### config.mk
export PLATFORM = sky130hd
export DESIGN_NAME = dedicated_protocol_framer
export DESIGN_NICKNAME = d
export VERILOG_FILES = /design/src/dp_framer_pkg.sv /design/src/dedicated_protocol_framer.sv /design/src/dp_area_fifo.sv
export VERILOG_INCLUDE_DIRS = /design/src /design/src/src
export SDC_FILE = /design/constraint.sdc
export NUM_CORES = 1
export LEC_CHECK = 0
export BUFFER_PORTS_ARGS = -buffer_cell sky130_fd_sc_hd__buf_2
export CAP_MARGIN = 0
export CORE_UTILIZATION = 61
export CTS_CLUSTER_SIZE = 24
export DETAILED_ROUTE_END_ITERATION = 8
export GPL_ROUTABILITY_DRIVEN = 0
export PLACE_DENSITY = 0.8
export SYNTH_ARGS = -nofsm -noshare
export SYNTH_HDL_FRONTEND = slang
export SYNTH_SLANG_ARGS = --single-unit
### constraint.sdc
create_clock -name REF_CLK_I -period 5 [get_ports REF_CLK_I]
set_input_delay 1.25 -clock REF_CLK_I [delete_from_list [all_inputs] [get_ports REF_CLK_I]]
set_output_delay 1.25 -clock REF_CLK_I [all_outputs]
set_load 0.01 [all_outputs]
### src/dp_framer_map.svh
// Purpose: Code points, field constants and timing counts of the framer
// Assumes: 50 MHz reference clock
// Notes:   Definitions only, no logic
`ifndef DP_FRAMER_MAP_SVH
`define DP_FRAMER_MAP_SVH

// Single-byte control codes
`define NUL_CODE        8'h00
`define STX_CODE        8'h02
`define ETX_CODE        8'h03
`define EOT_CODE        8'h04
`define ENQ_CODE        8'h05
`define ACK_CODE        8'h06
`define LF_CODE         8'h0a
`define CLEAR_SEQ_CODE  8'h0c
`define CR_CODE         8'h0d
`define NAK_CODE        8'h15
`define GOOD_CODE       8'h47
`define NO_GOOD_CODE    8'h4e

// Fixed field values
`define STATION_NUMBER  8'h00
`define SELF_CPU_NUMBER 8'hff
`define MASTER_CPU_NUM  8'h00
`define MAX_CPU_NUMBER  8'h40

// Header and tail step numbers
`define HEAD_LAST_STEP  4'h9
`define TAIL_LAST_STEP  4'h4

// Timing
`define CLK_HZ          50000000
`define RESP_TIMEOUT_MS 500
`define RESP_TIMEOUT_CYC ((`CLK_HZ / 1000) * `RESP_TIMEOUT_MS)

`endif

### src/dp_framer_pkg.sv
// Purpose: Types and ASCII hex helpers of the framer
// Assumes: Header dp_framer_map.svh holds the numbers
// Notes:   Shared by the framer and its bench
package dp_framer_pkg;

  typedef enum logic [1:0] {
    FMT1 = 2'h0,
    FMT2 = 2'h1,
    FMT3 = 2'h2,
    FMT4 = 2'h3
  } fmt_t;

  // Gray path: idle, head, area, tail, wait for reply
  typedef enum logic [2:0] {
    T_IDLE   = 3'h0,
    T_HEAD   = 3'h1,
    T_AREA   = 3'h3,
    T_TAIL   = 3'h2,
    T_WAITRX = 3'h6
  } tx_state_t;

  typedef enum logic [2:0] {
    R_LEAD = 3'h0,
    R_HEAD = 3'h1,
    R_BODY = 3'h3,
    R_ERR  = 3'h2,
    R_SUM  = 3'h6,
    R_TERM = 3'h4
  } rx_state_t;

  typedef enum logic [2:0] {
    K_ENQ  = 3'h0,
    K_ACK  = 3'h1,
    K_NAK  = 3'h2,
    K_CLR  = 3'h3,
    K_DATA = 3'h4
  } frame_kind_t;

  typedef enum logic [2:0] {
    RES_OK      = 3'h0,
    RES_NAK     = 3'h1,
    RES_SUMERR  = 3'h2,
    RES_TIMEOUT = 3'h3,
    RES_CLEARED = 3'h4
  } result_t;

  function automatic logic [7:0] hex_char(input logic [3:0] n);
    hex_char = (n < 4'ha) ? (8'h30 + {4'h0, n}) : (8'h37 + {4'h0, n});
  endfunction : hex_char

  function automatic logic hex_ok(input logic [7:0] c);
    hex_ok = (c >= 8'h30 && c <= 8'h39) || (c >= 8'h41 && c <= 8'h46);
  endfunction : hex_ok

  function automatic logic [3:0] hex_val(input logic [7:0] c);
    hex_val = (c <= 8'h39) ? c[3:0] : 4'(c[3:0] + 4'h9);
  endfunction : hex_val

endpackage : dp_framer_pkg

### src/dedicated_protocol_framer.sv
// Purpose: Host-side framer for the ASCII dedicated link protocol
// Assumes: Byte-wide UART on TX/RX ports, 50 MHz clock
// Notes:   Sends enquiry, answer and clear frames; parses replies
`timescale 1ns/1ps
`default_nettype none
`include "dp_framer_map.svh"

// Notes on behaviour
// - Control codes single bytes, fields ASCII
// - Format three: GG acknowledge, NN refusal
// - Block number two hex chars, reference only
// - Station field is always 00
// - Target CPU two hex chars, 00 to 40
// - Own rack addressed as CPU FF
// - Network master via local station: 00
// - Command is exactly two ASCII chars
// - Wait one hex char, 10 ms steps
// - Sum low byte, two hex, high first
// - Sum present only with checksum switch on
// - Sum spans station through character area
// - Format two adds block number after lead
// - Format three wraps frame in STX/ETX
// - Format four ends frames with CR LF
module dedicated_protocol_framer
  import dp_framer_pkg::*;
#(
  parameter int unsigned RESP_TIMEOUT_CYC = `RESP_TIMEOUT_CYC,
  parameter int unsigned FIFO_DEPTH       = 16,
  parameter int unsigned LEN_W            = 8
) (
  input  wire logic             REF_CLK_I,
  input  wire logic             SRST_I,
  input  wire logic [1:0]       FORMAT_I,
  input  wire logic             SUMCHK_EN_I,
  input  wire logic [7:0]       BLOCK_NO_I,
  input  wire logic [7:0]       TARGET_CPU_I,
  input  wire logic [15:0]      CMD_I,
  input  wire logic [3:0]       WAIT_I,
  input  wire logic [LEN_W-1:0] AREA_LEN_I,
  input  wire logic             REQ_I,
  input  wire logic             CLEAR_I,
  input  wire logic [7:0]       AREA_DATA_I,
  input  wire logic             AREA_VALID_I,
  output logic                  AREA_READY_O,
  output logic      [7:0]       TX_DATA_O,
  output logic                  TX_VALID_O,
  input  wire logic             TX_READY_I,
  input  wire logic [7:0]       RX_DATA_I,
  input  wire logic             RX_VALID_I,
  output logic      [7:0]       RD_DATA_O,
  output logic                  RD_VALID_O,
  output logic                  BUSY_O,
  output logic                  DONE_O,
  output logic      [2:0]       RESULT_O,
  output logic      [7:0]       ERR_CODE_O
);
  localparam int unsigned TW = $clog2(RESP_TIMEOUT_CYC + 1);

  tx_state_t        tx_st_q, tx_st_d;
  frame_kind_t      kind_q, kind_d;
  fmt_t             fmt_q, fmt_d;
  result_t          res_q, res_d;
  logic [3:0]       step_q, step_d, wait_q, wait_d;
  logic             cks_q, cks_d, busy_q, busy_d, done_q, done_d;
  logic             txv_q, txv_d;
  logic [7:0]       blk_q, blk_d, cpu_q, cpu_d, sum_q, sum_d;
  logic [7:0]       txd_q, txd_d, err_q, err_d;
  logic [15:0]      cmd_q, cmd_d;
  logic [LEN_W-1:0] left_q, left_d;
  logic [TW-1:0]    tmo_q, tmo_d;
  logic             slot, hused, hsum, tused;
  logic [7:0]       hbyte, tbyte;
  logic [7:0]       f_data;
  logic             f_valid, f_ready;

  rx_state_t        rx_st_q, rx_st_d;
  frame_kind_t      rkind_q, rkind_d;
  logic [2:0]       rcnt_q, rcnt_d;
  logic [7:0]       rsum_q, rsum_d, rerr_q, rerr_d, rdd_q, rdd_d;
  logic [3:0]       rnib_q, rnib_d;
  logic             rbad_q, rbad_d, rdv_q, rdv_d, rend_q, rend_d;
  logic             take;

  dp_area_fifo #(
    .WIDTH (8),
    .DEPTH (FIFO_DEPTH)
  ) u_area_fifo (
    .clk_i       (REF_CLK_I),
    .srst_i      (SRST_I),
    .in_data_i   (AREA_DATA_I),
    .in_valid_i  (AREA_VALID_I),
    .in_ready_o  (AREA_READY_O),
    .out_data_o  (f_data),
    .out_valid_o (f_valid),
    .out_ready_i (f_ready)
  );

  // Terminator bytes still due after the body of a reply
  function automatic logic [2:0] term_len(input fmt_t f, input frame_kind_t k);
    if (f == FMT4) begin
      term_len = 3'h2;
    end else if (f == FMT3 && k != K_DATA) begin
      term_len = 3'h1;
    end else begin
      term_len = 3'h0;
    end
  endfunction : term_len

  // Header and tail byte for the current step; unused steps are skipped
  always_comb begin
    hbyte = 8'h00;
    hused = 1'b1;
    hsum  = (step_q >= 4'h3) && (kind_q == K_ENQ);
    unique case (step_q)
      4'h0: begin
        if (fmt_q == FMT3) begin
          hbyte = `STX_CODE;
        end else begin
          unique case (kind_q)
            K_ACK:   hbyte = `ACK_CODE;
            K_NAK:   hbyte = `NAK_CODE;
            K_CLR:   hbyte = `EOT_CODE;
            default: hbyte = `ENQ_CODE;
          endcase
        end
      end
      4'h1: begin
        hbyte = hex_char(blk_q[7:4]);
        hused = (fmt_q == FMT2);
      end
      4'h2: begin
        hbyte = hex_char(blk_q[3:0]);
        hused = (fmt_q == FMT2);
      end
      4'h3: hbyte = hex_char(4'(`STATION_NUMBER >> 4));
      4'h4: hbyte = hex_char(4'(`STATION_NUMBER));
      4'h5: hbyte = hex_char(cpu_q[7:4]);
      4'h6: hbyte = hex_char(cpu_q[3:0]);
      4'h7: begin
        hused = (kind_q == K_ENQ) || (fmt_q == FMT3);
        unique case (kind_q)
          K_ACK:   hbyte = `GOOD_CODE;
          K_NAK:   hbyte = `NO_GOOD_CODE;
          K_CLR:   hbyte = `CLEAR_SEQ_CODE;
          default: hbyte = cmd_q[15:8];
        endcase
      end
      4'h8: begin
        hused = (kind_q == K_ENQ) || (fmt_q == FMT3 && kind_q != K_CLR);
        unique case (kind_q)
          K_ACK:   hbyte = `GOOD_CODE;
          K_NAK:   hbyte = `NO_GOOD_CODE;
          default: hbyte = cmd_q[7:0];
        endcase
      end
      default: begin
        hbyte = hex_char(wait_q);
        hused = (kind_q == K_ENQ);
      end
    endcase
    tbyte = 8'h00;
    tused = 1'b1;
    unique case (step_q)
      4'h0: begin
        tbyte = `ETX_CODE;
        tused = (fmt_q == FMT3);
      end
      4'h1: begin
        tbyte = hex_char(sum_q[7:4]);
        tused = cks_q && (kind_q == K_ENQ);
      end
      4'h2: begin
        tbyte = hex_char(sum_q[3:0]);
        tused = cks_q && (kind_q == K_ENQ);
      end
      4'h3: begin
        tbyte = `CR_CODE;
        tused = (fmt_q == FMT4);
      end
      default: begin
        tbyte = `LF_CODE;
        tused = (fmt_q == FMT4);
      end
    endcase
  end

  // Transmit sequencer; one output byte slot, refilled as the UART takes it
  always_comb begin
    tx_st_d = tx_st_q;
    kind_d  = kind_q;
    fmt_d   = fmt_q;
    cks_d   = cks_q;
    blk_d   = blk_q;
    cpu_d   = cpu_q;
    cmd_d   = cmd_q;
    wait_d  = wait_q;
    left_d  = left_q;
    step_d  = step_q;
    sum_d   = sum_q;
    res_d   = res_q;
    err_d   = err_q;
    tmo_d   = tmo_q;
    txd_d   = txd_q;
    txv_d   = txv_q && !TX_READY_I;
    done_d  = 1'b0;
    f_ready = 1'b0;
    slot    = !txv_q || TX_READY_I;
    unique case (tx_st_q)
      T_IDLE: begin
        if (CLEAR_I || REQ_I) begin
          fmt_d   = fmt_t'(FORMAT_I);
          cks_d   = SUMCHK_EN_I;
          blk_d   = BLOCK_NO_I;
          cpu_d   = TARGET_CPU_I;  // FF own rack, 00 master
          cmd_d   = CMD_I;
          wait_d  = WAIT_I;
          left_d  = AREA_LEN_I;
          sum_d   = 8'h00;
          step_d  = 4'h0;
          tx_st_d = T_HEAD;
          kind_d  = CLEAR_I ? K_CLR : K_ENQ;
          res_d   = CLEAR_I ? RES_CLEARED : RES_OK;
        end
      end
      T_HEAD: begin
        if (!hused || slot) begin
          if (hused) begin
            txd_d = hbyte;
            txv_d = 1'b1;
            if (hsum) begin
              sum_d = 8'(sum_q + hbyte);
            end
          end
          if (step_q == `HEAD_LAST_STEP) begin
            step_d  = 4'h0;
            tx_st_d = (kind_q == K_ENQ && left_q != '0) ? T_AREA : T_TAIL;
          end else begin
            step_d = step_q + 4'h1;
          end
        end
      end
      T_AREA: begin
        // Area bytes pass unchanged, same in every format
        f_ready = slot;
        if (slot && f_valid) begin
          txd_d  = f_data;
          txv_d  = 1'b1;
          sum_d  = 8'(sum_q + f_data);
          left_d = LEN_W'(left_q - 1'b1);
          if (left_q == LEN_W'(1)) begin
            tx_st_d = T_TAIL;
          end
        end
      end
      T_TAIL: begin
        if (step_q > `TAIL_LAST_STEP) begin
          // Frame ends only once its last byte has left the slot
          if (slot) begin
            step_d = 4'h0;
            if (kind_q == K_ENQ) begin
              // Reply waits for wait time and scan end
              tx_st_d = T_WAITRX;
              tmo_d   = TW'(RESP_TIMEOUT_CYC);
            end else begin
              tx_st_d = T_IDLE;
              done_d  = 1'b1;
            end
          end
        end else if (!tused || slot) begin
          if (tused) begin
            txd_d = tbyte;
            txv_d = 1'b1;
          end
          step_d = step_q + 4'h1;
        end
      end
      T_WAITRX: begin
        tmo_d = TW'(tmo_q - 1'b1);
        if (rend_q) begin
          unique case (rkind_q)
            K_DATA: begin
              // Answer data with acknowledge, or refuse a corrupt reply
              kind_d  = rbad_q ? K_NAK : K_ACK;
              res_d   = rbad_q ? RES_SUMERR : RES_OK;
              tx_st_d = T_HEAD;
            end
            K_NAK: begin
              res_d   = RES_NAK;
              err_d   = rerr_q;
              tx_st_d = T_IDLE;
              done_d  = 1'b1;
            end
            default: begin
              res_d   = RES_OK;
              tx_st_d = T_IDLE;
              done_d  = 1'b1;
            end
          endcase
        end else if (tmo_q == '0) begin
          // Silent device: clear its sequence before giving up
          kind_d  = K_CLR;
          res_d   = RES_TIMEOUT;
          tx_st_d = T_HEAD;
        end
      end
    endcase
    busy_d = (tx_st_d != T_IDLE);
  end

  always_ff @(posedge REF_CLK_I) begin
    if (SRST_I) begin
      tx_st_q <= T_IDLE;
      kind_q  <= K_ENQ;
      fmt_q   <= FMT1;
      cks_q   <= 1'b0;
      blk_q   <= 8'h00;
      cpu_q   <= 8'h00;
      cmd_q   <= 16'h0000;
      wait_q  <= 4'h0;
      left_q  <= '0;
      step_q  <= 4'h0;
      sum_q   <= 8'h00;
      res_q   <= RES_OK;
      err_q   <= 8'h00;
      tmo_q   <= '0;
      txd_q   <= 8'h00;
      txv_q   <= 1'b0;
      done_q  <= 1'b0;
      busy_q  <= 1'b0;
    end else begin
      tx_st_q <= tx_st_d;
      kind_q  <= kind_d;
      fmt_q   <= fmt_d;
      cks_q   <= cks_d;
      blk_q   <= blk_d;
      cpu_q   <= cpu_d;
      cmd_q   <= cmd_d;
      wait_q  <= wait_d;
      left_q  <= left_d;
      step_q  <= step_d;
      sum_q   <= sum_d;
      res_q   <= res_d;
      err_q   <= err_d;
      tmo_q   <= tmo_d;
      txd_q   <= txd_d;
      txv_q   <= txv_d;
      done_q  <= done_d;
      busy_q  <= busy_d;
    end
  end

  // Reply parser; bytes outside a wait are ignored, nulls always dropped
  always_comb begin
    take    = RX_VALID_I && (RX_DATA_I != `NUL_CODE)
              && (tx_st_q == T_WAITRX);
    rx_st_d = rx_st_q;
    rkind_d = rkind_q;
    rcnt_d  = rcnt_q;
    rsum_d  = rsum_q;
    rerr_d  = rerr_q;
    rnib_d  = rnib_q;
    rbad_d  = rbad_q;
    rdd_d   = rdd_q;
    rdv_d   = 1'b0;
    rend_d  = 1'b0;
    if (tx_st_q != T_WAITRX) begin
      rx_st_d = R_LEAD;
    end else begin
      unique case (rx_st_q)
        R_LEAD: begin
          if (take && (RX_DATA_I == `STX_CODE ||
              (fmt_q != FMT3 && (RX_DATA_I == `ACK_CODE ||
                                 RX_DATA_I == `NAK_CODE)))) begin
            rkind_d = (RX_DATA_I == `STX_CODE) ? K_DATA :
                      (RX_DATA_I == `ACK_CODE) ? K_ACK : K_NAK;
            rcnt_d  = (fmt_q == FMT2) ? 3'h6 : 3'h4;
            rsum_d  = 8'h00;
            rbad_d  = 1'b0;
            rerr_d  = 8'h00;
            rx_st_d = R_HEAD;
          end
        end
        R_HEAD: begin
          if (take) begin
            if (rcnt_q <= 3'h4) begin
              rsum_d = 8'(rsum_q + RX_DATA_I);
            end
            rcnt_d = rcnt_q - 3'h1;
            if (rcnt_q == 3'h1) begin
              unique case (rkind_q)
                K_ACK: begin
                  rx_st_d = R_TERM;
                  rcnt_d  = term_len(fmt_q, K_ACK);
                end
                K_NAK: begin
                  rx_st_d = R_ERR;
                  rcnt_d  = 3'h2;
                end
                default: rx_st_d = R_BODY;
              endcase
            end
          end
        end
        R_BODY: begin
          if (take) begin
            if (fmt_q == FMT3 && RX_DATA_I == `GOOD_CODE) begin
              rkind_d = K_ACK;
              rx_st_d = R_TERM;
              rcnt_d  = 3'h1 + term_len(fmt_q, K_ACK);
            end else if (fmt_q == FMT3 && RX_DATA_I == `NO_GOOD_CODE) begin
              rkind_d = K_NAK;
              rx_st_d = R_ERR;
              rcnt_d  = 3'h3;
            end else if (RX_DATA_I == `ETX_CODE) begin
              rx_st_d = cks_q ? R_SUM : R_TERM;
              rcnt_d  = cks_q ? 3'h2 : term_len(fmt_q, K_DATA);
            end else begin
              rdd_d  = RX_DATA_I;
              rdv_d  = 1'b1;
              rsum_d = 8'(rsum_q + RX_DATA_I);
            end
          end
        end
        R_ERR, R_SUM: begin
          if (take) begin
            if (rcnt_q == 3'h3) begin
              rcnt_d = 3'h2;  // Second N of the pair
            end else begin
              rnib_d = hex_val(RX_DATA_I);
              rbad_d = rbad_q || !hex_ok(RX_DATA_I);
              rcnt_d = rcnt_q - 3'h1;
              if (rcnt_q == 3'h1) begin
                if (rx_st_q == R_ERR) begin
                  rerr_d = {rnib_q, hex_val(RX_DATA_I)};
                end else if ({rnib_q, hex_val(RX_DATA_I)} != rsum_q) begin
                  rbad_d = 1'b1;
                end
                rx_st_d = R_TERM;
                rcnt_d  = term_len(fmt_q, rkind_q);
              end
            end
          end
        end
        default: begin
          // Terminators are counted, not checked
          if (rcnt_q == 3'h0) begin
            rend_d  = 1'b1;
            rx_st_d = R_LEAD;
          end else if (take) begin
            rcnt_d = rcnt_q - 3'h1;
          end
        end
      endcase
    end
  end

  always_ff @(posedge REF_CLK_I) begin
    if (SRST_I) begin
      rx_st_q <= R_LEAD;
      rkind_q <= K_DATA;
      rcnt_q  <= 3'h0;
      rsum_q  <= 8'h00;
      rerr_q  <= 8'h00;
      rnib_q  <= 4'h0;
      rbad_q  <= 1'b0;
      rdd_q   <= 8'h00;
      rdv_q   <= 1'b0;
      rend_q  <= 1'b0;
    end else begin
      rx_st_q <= rx_st_d;
      rkind_q <= rkind_d;
      rcnt_q  <= rcnt_d;
      rsum_q  <= rsum_d;
      rerr_q  <= rerr_d;
      rnib_q  <= rnib_d;
      rbad_q  <= rbad_d;
      rdd_q   <= rdd_d;
      rdv_q   <= rdv_d;
      rend_q  <= rend_d;
    end
  end

  // All user outputs are flops
  assign TX_DATA_O  = txd_q;
  assign TX_VALID_O = txv_q;
  assign RD_DATA_O  = rdd_q;
  assign RD_VALID_O = rdv_q;
  assign BUSY_O     = busy_q;
  assign DONE_O     = done_q;
  assign RESULT_O   = res_q;
  assign ERR_CODE_O = err_q;
endmodule : dedicated_protocol_framer
`default_nettype wire

### src/dp_area_fifo.sv
// Purpose: Buffer for outgoing character-area bytes
// Assumes: One clock, synchronous active-high reset
// Notes:   Input ready is registered so the top output is a flop
`timescale 1ns/1ps
`default_nettype none
module dp_area_fifo #(
  parameter int unsigned WIDTH = 8,
  parameter int unsigned DEPTH = 16
) (
  input  wire logic             clk_i,
  input  wire logic             srst_i,
  input  wire logic [WIDTH-1:0] in_data_i,
  input  wire logic             in_valid_i,
  output logic                  in_ready_o,
  output logic      [WIDTH-1:0] out_data_o,
  output logic                  out_valid_o,
  input  wire logic             out_ready_i
);
  localparam int unsigned AW = $clog2(DEPTH);
  localparam int unsigned CW = $clog2(DEPTH + 1);

  logic [WIDTH-1:0] mem [DEPTH];
  logic [AW-1:0]    wr_q, wr_d, rd_q, rd_d;
  logic [CW-1:0]    cnt_q, cnt_d;
  logic             rdy_q, rdy_d;
  logic             push, pop;

  // Pointer and count updates; ready looks one word ahead
  always_comb begin
    push  = in_valid_i && rdy_q;
    pop   = out_valid_o && out_ready_i;
    wr_d  = push ? AW'((wr_q + 1'b1) % DEPTH) : wr_q;
    rd_d  = pop ? AW'((rd_q + 1'b1) % DEPTH) : rd_q;
    cnt_d = CW'(cnt_q + {{(CW-1){1'b0}}, push} - {{(CW-1){1'b0}}, pop});
    rdy_d = (cnt_d < CW'(DEPTH));
  end

  always_ff @(posedge clk_i) begin
    if (srst_i) begin
      wr_q  <= '0;
      rd_q  <= '0;
      cnt_q <= '0;
      rdy_q <= 1'b0;
    end else begin
      wr_q  <= wr_d;
      rd_q  <= rd_d;
      cnt_q <= cnt_d;
      rdy_q <= rdy_d;
    end
  end

  // Storage has no reset; only written words are ever read
  always_ff @(posedge clk_i) begin
    if (push) begin
      mem[wr_q] <= in_data_i;
    end
  end

  assign in_ready_o  = rdy_q;
  assign out_valid_o = (cnt_q != '0);
  assign out_data_o  = mem[rd_q];
endmodule : dp_area_fifo
`default_nettype wire

# [After elaboration in Yosys (flattened, before gate mapping)]
# Memory sizes are Yosys's and may differ from the RTL's. A register that Yosys moved wholly into a read port is not among the register bits.
# Index checks and enable logic that the tools add are counted.
[word_totals] register_bits=166 ramBits=128 input_bits=70 output_inout_bits=32 elab_cells=384 memories=1
[mem_list] memory="u_area_fifo.mem" depth=16 width=8 rd=1 rd_clocked_by_memory_dff=1 wr=1 line="dp_area_fifo.sv:22" rtl="logic [WIDTH-1:0] mem [DEPTH];"
[op_classes] addsub=27 magnitude_cmp=15 eq_ne=70 muxes=155 bitwise=7 reduce_logical=77
[op_table] cell="$mux W8" count=24
[op_table] cell="$mux W3" count=50
[op_table] cell="$add A6 B4 Y7 const A" count=14
[op_table] cell="$pmux W8 S3" count=4
[op_table] cell="$mux W25" count=3
[op_table] cell="$pmux W8 S8" count=1
[op_table] cell="$pmux W25 S2" count=1
[op_table] cell="$mux W7" count=7
[op_table] cell="$ne A2 B2 Y1 const B" count=24
[op_table] cell="$pmux W8 S2" count=3
[op_table] cell="$mux W4" count=9
[op_table] cell="$pmux W3 S2" count=5
[op_table] cell="$lt A4 B4 Y1 const B" count=7
[op_table] cell="$pmux W7 S4" count=1
[op_table] cell="$mux W1" count=26
[op_table] cell="$logic_not A25 Y1" count=1
[op_table] cell="$sub A25 B1 Y25 const B" count=1
[op_table] cell="$add A8 B8 Y8" count=3
[op_table] cell="$eq A3 B2 Y1 const B" count=8
[op_table] cell="$pmux W3 S4" count=2
[op_table] cell="$mux W2" count=9
[op_table] cell="$ne A3 B3 Y1 const B" count=6
[op_table] cell="$reduce_and A9 Y1" count=2
[op_table] cell="$reduce_bool A3 Y1" count=6
[op_table] cell="other kinds (60)" count=134

# [Logic depth before layout (Yosys ltp)]
[depth] word_depth=11 ltp_mapped=18 depth_no_buf=17

# [Hierarchy]
# Synthesis repeated with hierarchy kept, for this count alone.
[hier_totals] cells_unflattened=1525 hier_area_um2=15179.6
[by_module_without_submodules] mod="dedicated_protocol_framer" n_inst=1 cells_each=1223 area_each_um2=9370.2 seq_area_each_um2=3022.9
[by_module_without_submodules] mod="dp_area_fifo" n_inst=1 cells_each=302 area_each_um2=5809.3 seq_area_each_um2=4204.0

# [Worst setup path after synthesis]
# OpenSTA, ideal clock, no wires.
[synth_timing] kind="in2reg" from="input port TX_READY_I" to="register u_area_fifo.cnt_q[4]" setup_ns=0.115 arrival_time_ns=3.523 required_time_ns=4.885 path_slack_ns=1.362 stages=16 n_path_buf=1 cell_sequence="nor2b_1 > clkbuf_1 > nor2_1 > nand2_1 > clkinv_1 > ha_1 > inv_1 > ha_1 > inv_1 > fa_1 > inv_1 > a21oi_1 > nor2_1 > nor2_1 > xnor2_1 > and2_1"
[synth_via] elab_chain_cells=4
[synth_lines] element="from (decl)" line="dedicated_protocol_framer.sv:47" rtl="input wire logic TX_READY_I,"
[synth_lines] element="$logic_or A1 B1 Y1" line="dedicated_protocol_framer.sv:207" rtl="slot = !txv_q || TX_READY_I;"
[synth_lines] element="$mux W1" line="dedicated_protocol_framer.sv:208" rtl="unique case (tx_st_q)"
[synth_lines] element="$logic_and A1 B1 Y1" line="dp_area_fifo.sv:31" rtl="pop = out_valid_o && out_ready_i;"
[synth_lines] element="via u_area_fifo.pop" line="dp_area_fifo.sv:26" rtl="logic push, pop;"
[synth_lines] element="$sub A5 B1 Y5" line="dp_area_fifo.sv:34" rtl="cnt_d = CW'(cnt_q + {{(CW-1){1'b0}}, push} - {{(CW-1){1'b0}}, pop});"
[synth_lines] element="to (signal assigned)" line="dp_area_fifo.sv:47" rtl="cnt_q <= cnt_d;"
[synth_lines] element="to (decl)" line="dp_area_fifo.sv:24" rtl="logic [CW-1:0] cnt_q, cnt_d;"
# The timed path passes the listed nets, and every way through them passes these cells.
# A chain may end at the register's enable or synchronous reset.

# [Worst setup path after layout]
[layout_timing] from="register kind_q[0]" to="register sum_q[4]"
[layout_via] elab_chain_cells=9 word_cells_on_any_way=26 cone_classes="1 x add/sub; 7 x eq/ne; 10 x mux; 8 x reduce/logical"
[layout_lines] element="from (decl)" line="dedicated_protocol_framer.sv:60" rtl="frame_kind_t kind_q, kind_d;"
[layout_lines] element="from (signal assigned)" line="dedicated_protocol_framer.sv:332" rtl="kind_q <= kind_d;"
[layout_lines] element="$eq A3 B2 Y1 (tied with other cells)" line="dedicated_protocol_framer.sv:119, dedicated_protocol_framer.sv:141"
[layout_lines] element="$pmux W5 S3" line="dedicated_protocol_framer.sv:119" rtl="unique case (kind_q)"
[layout_lines] element="$mux W5" line="dedicated_protocol_framer.sv:116" rtl="if (fmt_q == FMT3) begin"
[layout_lines] element="$pmux W8 S8" line="dedicated_protocol_framer.sv:114" rtl="unique case (step_q)"
[layout_lines] element="$add A8 B8 Y8" line="dedicated_protocol_framer.sv:231" rtl="sum_d = 8'(sum_q + hbyte);"
[layout_lines] element="$mux W8" line="dedicated_protocol_framer.sv:230" rtl="if (hsum) begin"
[layout_lines] element="$mux W8" line="dedicated_protocol_framer.sv:227" rtl="if (hused) begin"
[layout_lines] element="$mux W8" line="dedicated_protocol_framer.sv:226" rtl="if (!hused || slot) begin"
[layout_lines] element="$pmux W8 S3" line="dedicated_protocol_framer.sv:208"
[layout_lines] element="to (signal assigned)" line="dedicated_protocol_framer.sv:341" rtl="sum_q <= sum_d;"
[layout_lines] element="to (decl)" line="dedicated_protocol_framer.sv:66" rtl="logic [7:0] blk_q, blk_d, cpu_q, cpu_d, sum_q, sum_d;"
# Several ways; a longest one is shown, not always the timed one. The select of a mux whose other input is x is not followed.

==> results_dict.tcl <==
set metrics [dict create \
    row_count 57 \
    syn_area_um2 15380 \
    holdBufCountCts 0 \
    ys.warnings.count 0 \
    relSlewSlack_pct 22.18 \
    crit_type "reg -> reg" \
    drc_errors 0 \
    synth_nets 1691 \
    fill_cells 1877 \
    grt_max_degree 88 \
    ir_drop_v 0.0005108 \
    cts_tree "yes" \
    rsz0062_at_grt "false" \
    period_share_pct 84.68 \
    path_clk_slew_ns 0.06 \
    cts_buffers 31 \
    cp-end-kind "flip-flop" \
    status "complete, no violations" \
    tns_ns 0 \
    crit_buf_inv 2 \
    cts_setup_buffers 0 \
    dpl.hpwl_mm 26.27 \
    synthFlopType "dfxtp_1" \
    yosysMostFrequentCell "nand2_1" \
    crit_required_ns 5.50 \
    first_global_vias 11810 \
    ys_seq_area_share_pct 46.99 \
    grtUsageTotal_pct 30.61 \
    cap_violations 0 \
    core_um2 24530 \
    crit_family "compound AO/OA/AOI/OAI gates" \
    yosysTopAreaCell "edfxtp_1" \
    layout.nets 1746 \
    postSynthAreaPerCell_um2 9.841 \
    grt_overflow 0 \
    leakage_nw 6.343 \
    hp-class "reg -> reg" \
    drv_slew 0 \
    setup_viol 0 \
    grt_pass1_wl_mm 62.87 \
    cts_max_path_buffers 3 \
    clock_latency_ns 0.58 \
    drt_wl_total_mm 39.47 \
    yosysUniqueCellTypes 82 \
    vias_per_cell 6.303 \
    netlist.area_leader.share_pct 24.99 \
    wl_per_cell_um 20.06 \
    critPathMaxStageDelay_ns 0.62 \
    synth_edf_count 128 \
    finalHoldViolCount 0 \
    io_buffers 101 \
    power_density_nw_per_um2 331.4 \
    die_h_um 160.8 \
    clock-sinks 297 \
    num_vias 12410 \
    die_w_um 160.8 \
    reg2reg_depth 16 \
    firstDrtPassIters 6 \
    dr.first_iter.drc_count 1335 \
    antenna_found_initial 1 \
    final_layout_size_suffix_gt1_share_pct 14.79 \
    root_buffer "clkbuf_16" \
    critPathSlowestCell "or4b_2" \
    die-area_um2 25850 \
    htree_levels 1 \
    cp_cell_sequence "inv_1 > ha_1 > mux2_2 > o2bb2ai_1 > a221oi_1 > o221ai_1 > o21ai_0 > nand2_1 > ha_1 > inv_1 > fa_1 > nor2b_1 > o21ai_0 > a21oi_1 > or4b_2 > a21oi_1" \
    async_reset_ff_share_pct 0 \
    synth_seq_cells 297 \
    areaGrowthSynthToFinish_pct 11.19 \
    worstHoldPathCells 2 \
    min_period_ns 4.234 \
    start_kind "flip-flop" \
    finalPower_mw 5.667 \
    worst_pin_slew_ns 1.163 \
    syn_inst 1563 \
    ios 102 \
    ctsResizeCount 0 \
    critPathArrivalTime_ns 4.73 \
    critical_path_depth 16 \
    ys_top_cells_by_count "189 x nand2_1, 169 x dfxtp_1, 134 x nor2_1, 128 x edfxtp_1, 127 x a21oi_1" \
    initial_core_util_pct 62.69 \
    worstPathMaxFanout 18 \
    fin_skew_ns 0.01113 \
    ys_top_cells_by_area "edfxtp_1 25%, dfxtp_1 22%, mux4_2 5.6%, nand2_1 4.6%, ha_1 4.5%" \
    max_freq_ghz 0.2362 \
    drtAntennaViolNets 0 \
]
## report_power, final
| part | switching, mW | internal, mW | total, mW |
|---|---|---|---|
| clock network | 0.993 | 1.31 | 2.31 |
| registers | 0.0767 | 2.61 | 2.69 |
| logic | 0.409 | 0.265 | 0.674 |
| total | 1.48 | 4.19 | 5.67 |
## final timing paths
check	to	slack, ns	startpoint
hold / removal	wait_q[0]	0.45	wait_q[0]
setup reg to reg	sum_q[4]	0.77	kind_q[0]
setup / recovery	sum_q[4]	0.77	kind_q[0]
hold reg to reg	wait_q[0]	0.45	wait_q[0]
## stage by stage
step	std cells	hold slack, ns	worst slack (ns)	util (%)	cell area (µm²)
after floorplan	1563	0.4312	1.362	-	15380
after global placement	1909	0.4417	0.8642	65.45	16060
after detailed placement	1909	0.4479	0.7858	65.45	16060
after CTS	1967	0.4566	0.8874	69.70	17100
after global routing	1968	0.4706	0.5419	69.71	17100
final	1968	0.4535	0.7659	69.71	17100
## sequential cells by signal (all words and copies together), names as in the netlist, 5 cells and up, named ones only
signal and count:
u_area_fifo.cnt_q 5, RD_DATA_O 8, cmd_q 16, rerr_q 8, u_area_fifo.mem 128, left_q 8, TX_DATA_O 8, rsum_q 8
tmo_q 25, blk_q 8, sum_q 8, ERR_CODE_O 8, cpu_q 8
## worst reg2reg max path: cells and delay by family (launching register included)
| family | cells | cell delay (ns) |
|---|---|---|
| AO/OA/AOI/OAI | 7 | 1.45 |
| adder cells (fa/ha/maj) | 3 | 0.99 |
| buffers and inverters | 2 | 0.21 |
| flip-flops | 1 | 0.34 |
| multiplexers | 1 | 0.41 |
| AND/OR/NAND/NOR | 3 | 0.77 |
## cells in the final DEF (no fill, tap or decap), types with 8 or more instances in the layout
master and count:
nand2_1 189, dfxtp_1 168, nor2_1 134, edfxtp_1 128
a21oi_1 127, buf_2 100, inv_1 61, o21ai_0 61
ha_1 55, nor3_1 39, mux4_2 38, mux2i_1 38
xnor2_1 38, clkbuf_16 33, nand3_1 31, nand2b_1 27
nor2b_1 22, nor4_1 22, xor2_1 21, a211oi_1 19
or3_1 18, o211ai_1 16, or2_2 14, nand4_1 12
nand3b_1 11, buf_4 10, a22oi_1 9, a221oi_1 9
and2_1 8, nor3b_1 8, clkinv_2 8
## logic make-up after synthesis
| logic type | count (synthesis) | synth area share [%] |
|---|---|---|
| adder cells (fa/ha/maj) | 58 | 4.865 |
| AND/OR/NAND/NOR | 581 | 18.60 |
| flip-flops | 297 | 46.99 |
| XOR/XNOR | 59 | 3.360 |
| multiplexers | 81 | 8.403 |
| buffers and inverters | 150 | 3.758 |
| AO/OA/AOI/OAI | 337 | 14.03 |
## final cells by class
class	count	area [µm²]	share of cell area (%)
tap	324	405.4	2.371
multi-input combinational	1116	7615	44.53
antenna	1	2.502	0.01463
sequential	297	7228	42.27
clock inverter	15	108.9	0.6365
timing repair buffer	110	575.6	3.366
clock buffer	43	933.4	5.458
inverter	62	232.7	1.361
## routing by layer
metal  vias to the layer above  global-route usage [%]  part of all wire, %  wire length [µm]
li1                       5822                       -                    -                 -
met1                      5962                   41.82                   42             16380
met2                       538                   50.49                   48             18970
met3                        83                   4.287                  7.8              3069
met4                         0                   9.820                  2.7              1051
met5                         -                       0                    0                 0
No activity file was read; power rests on OpenSTA's default activity.
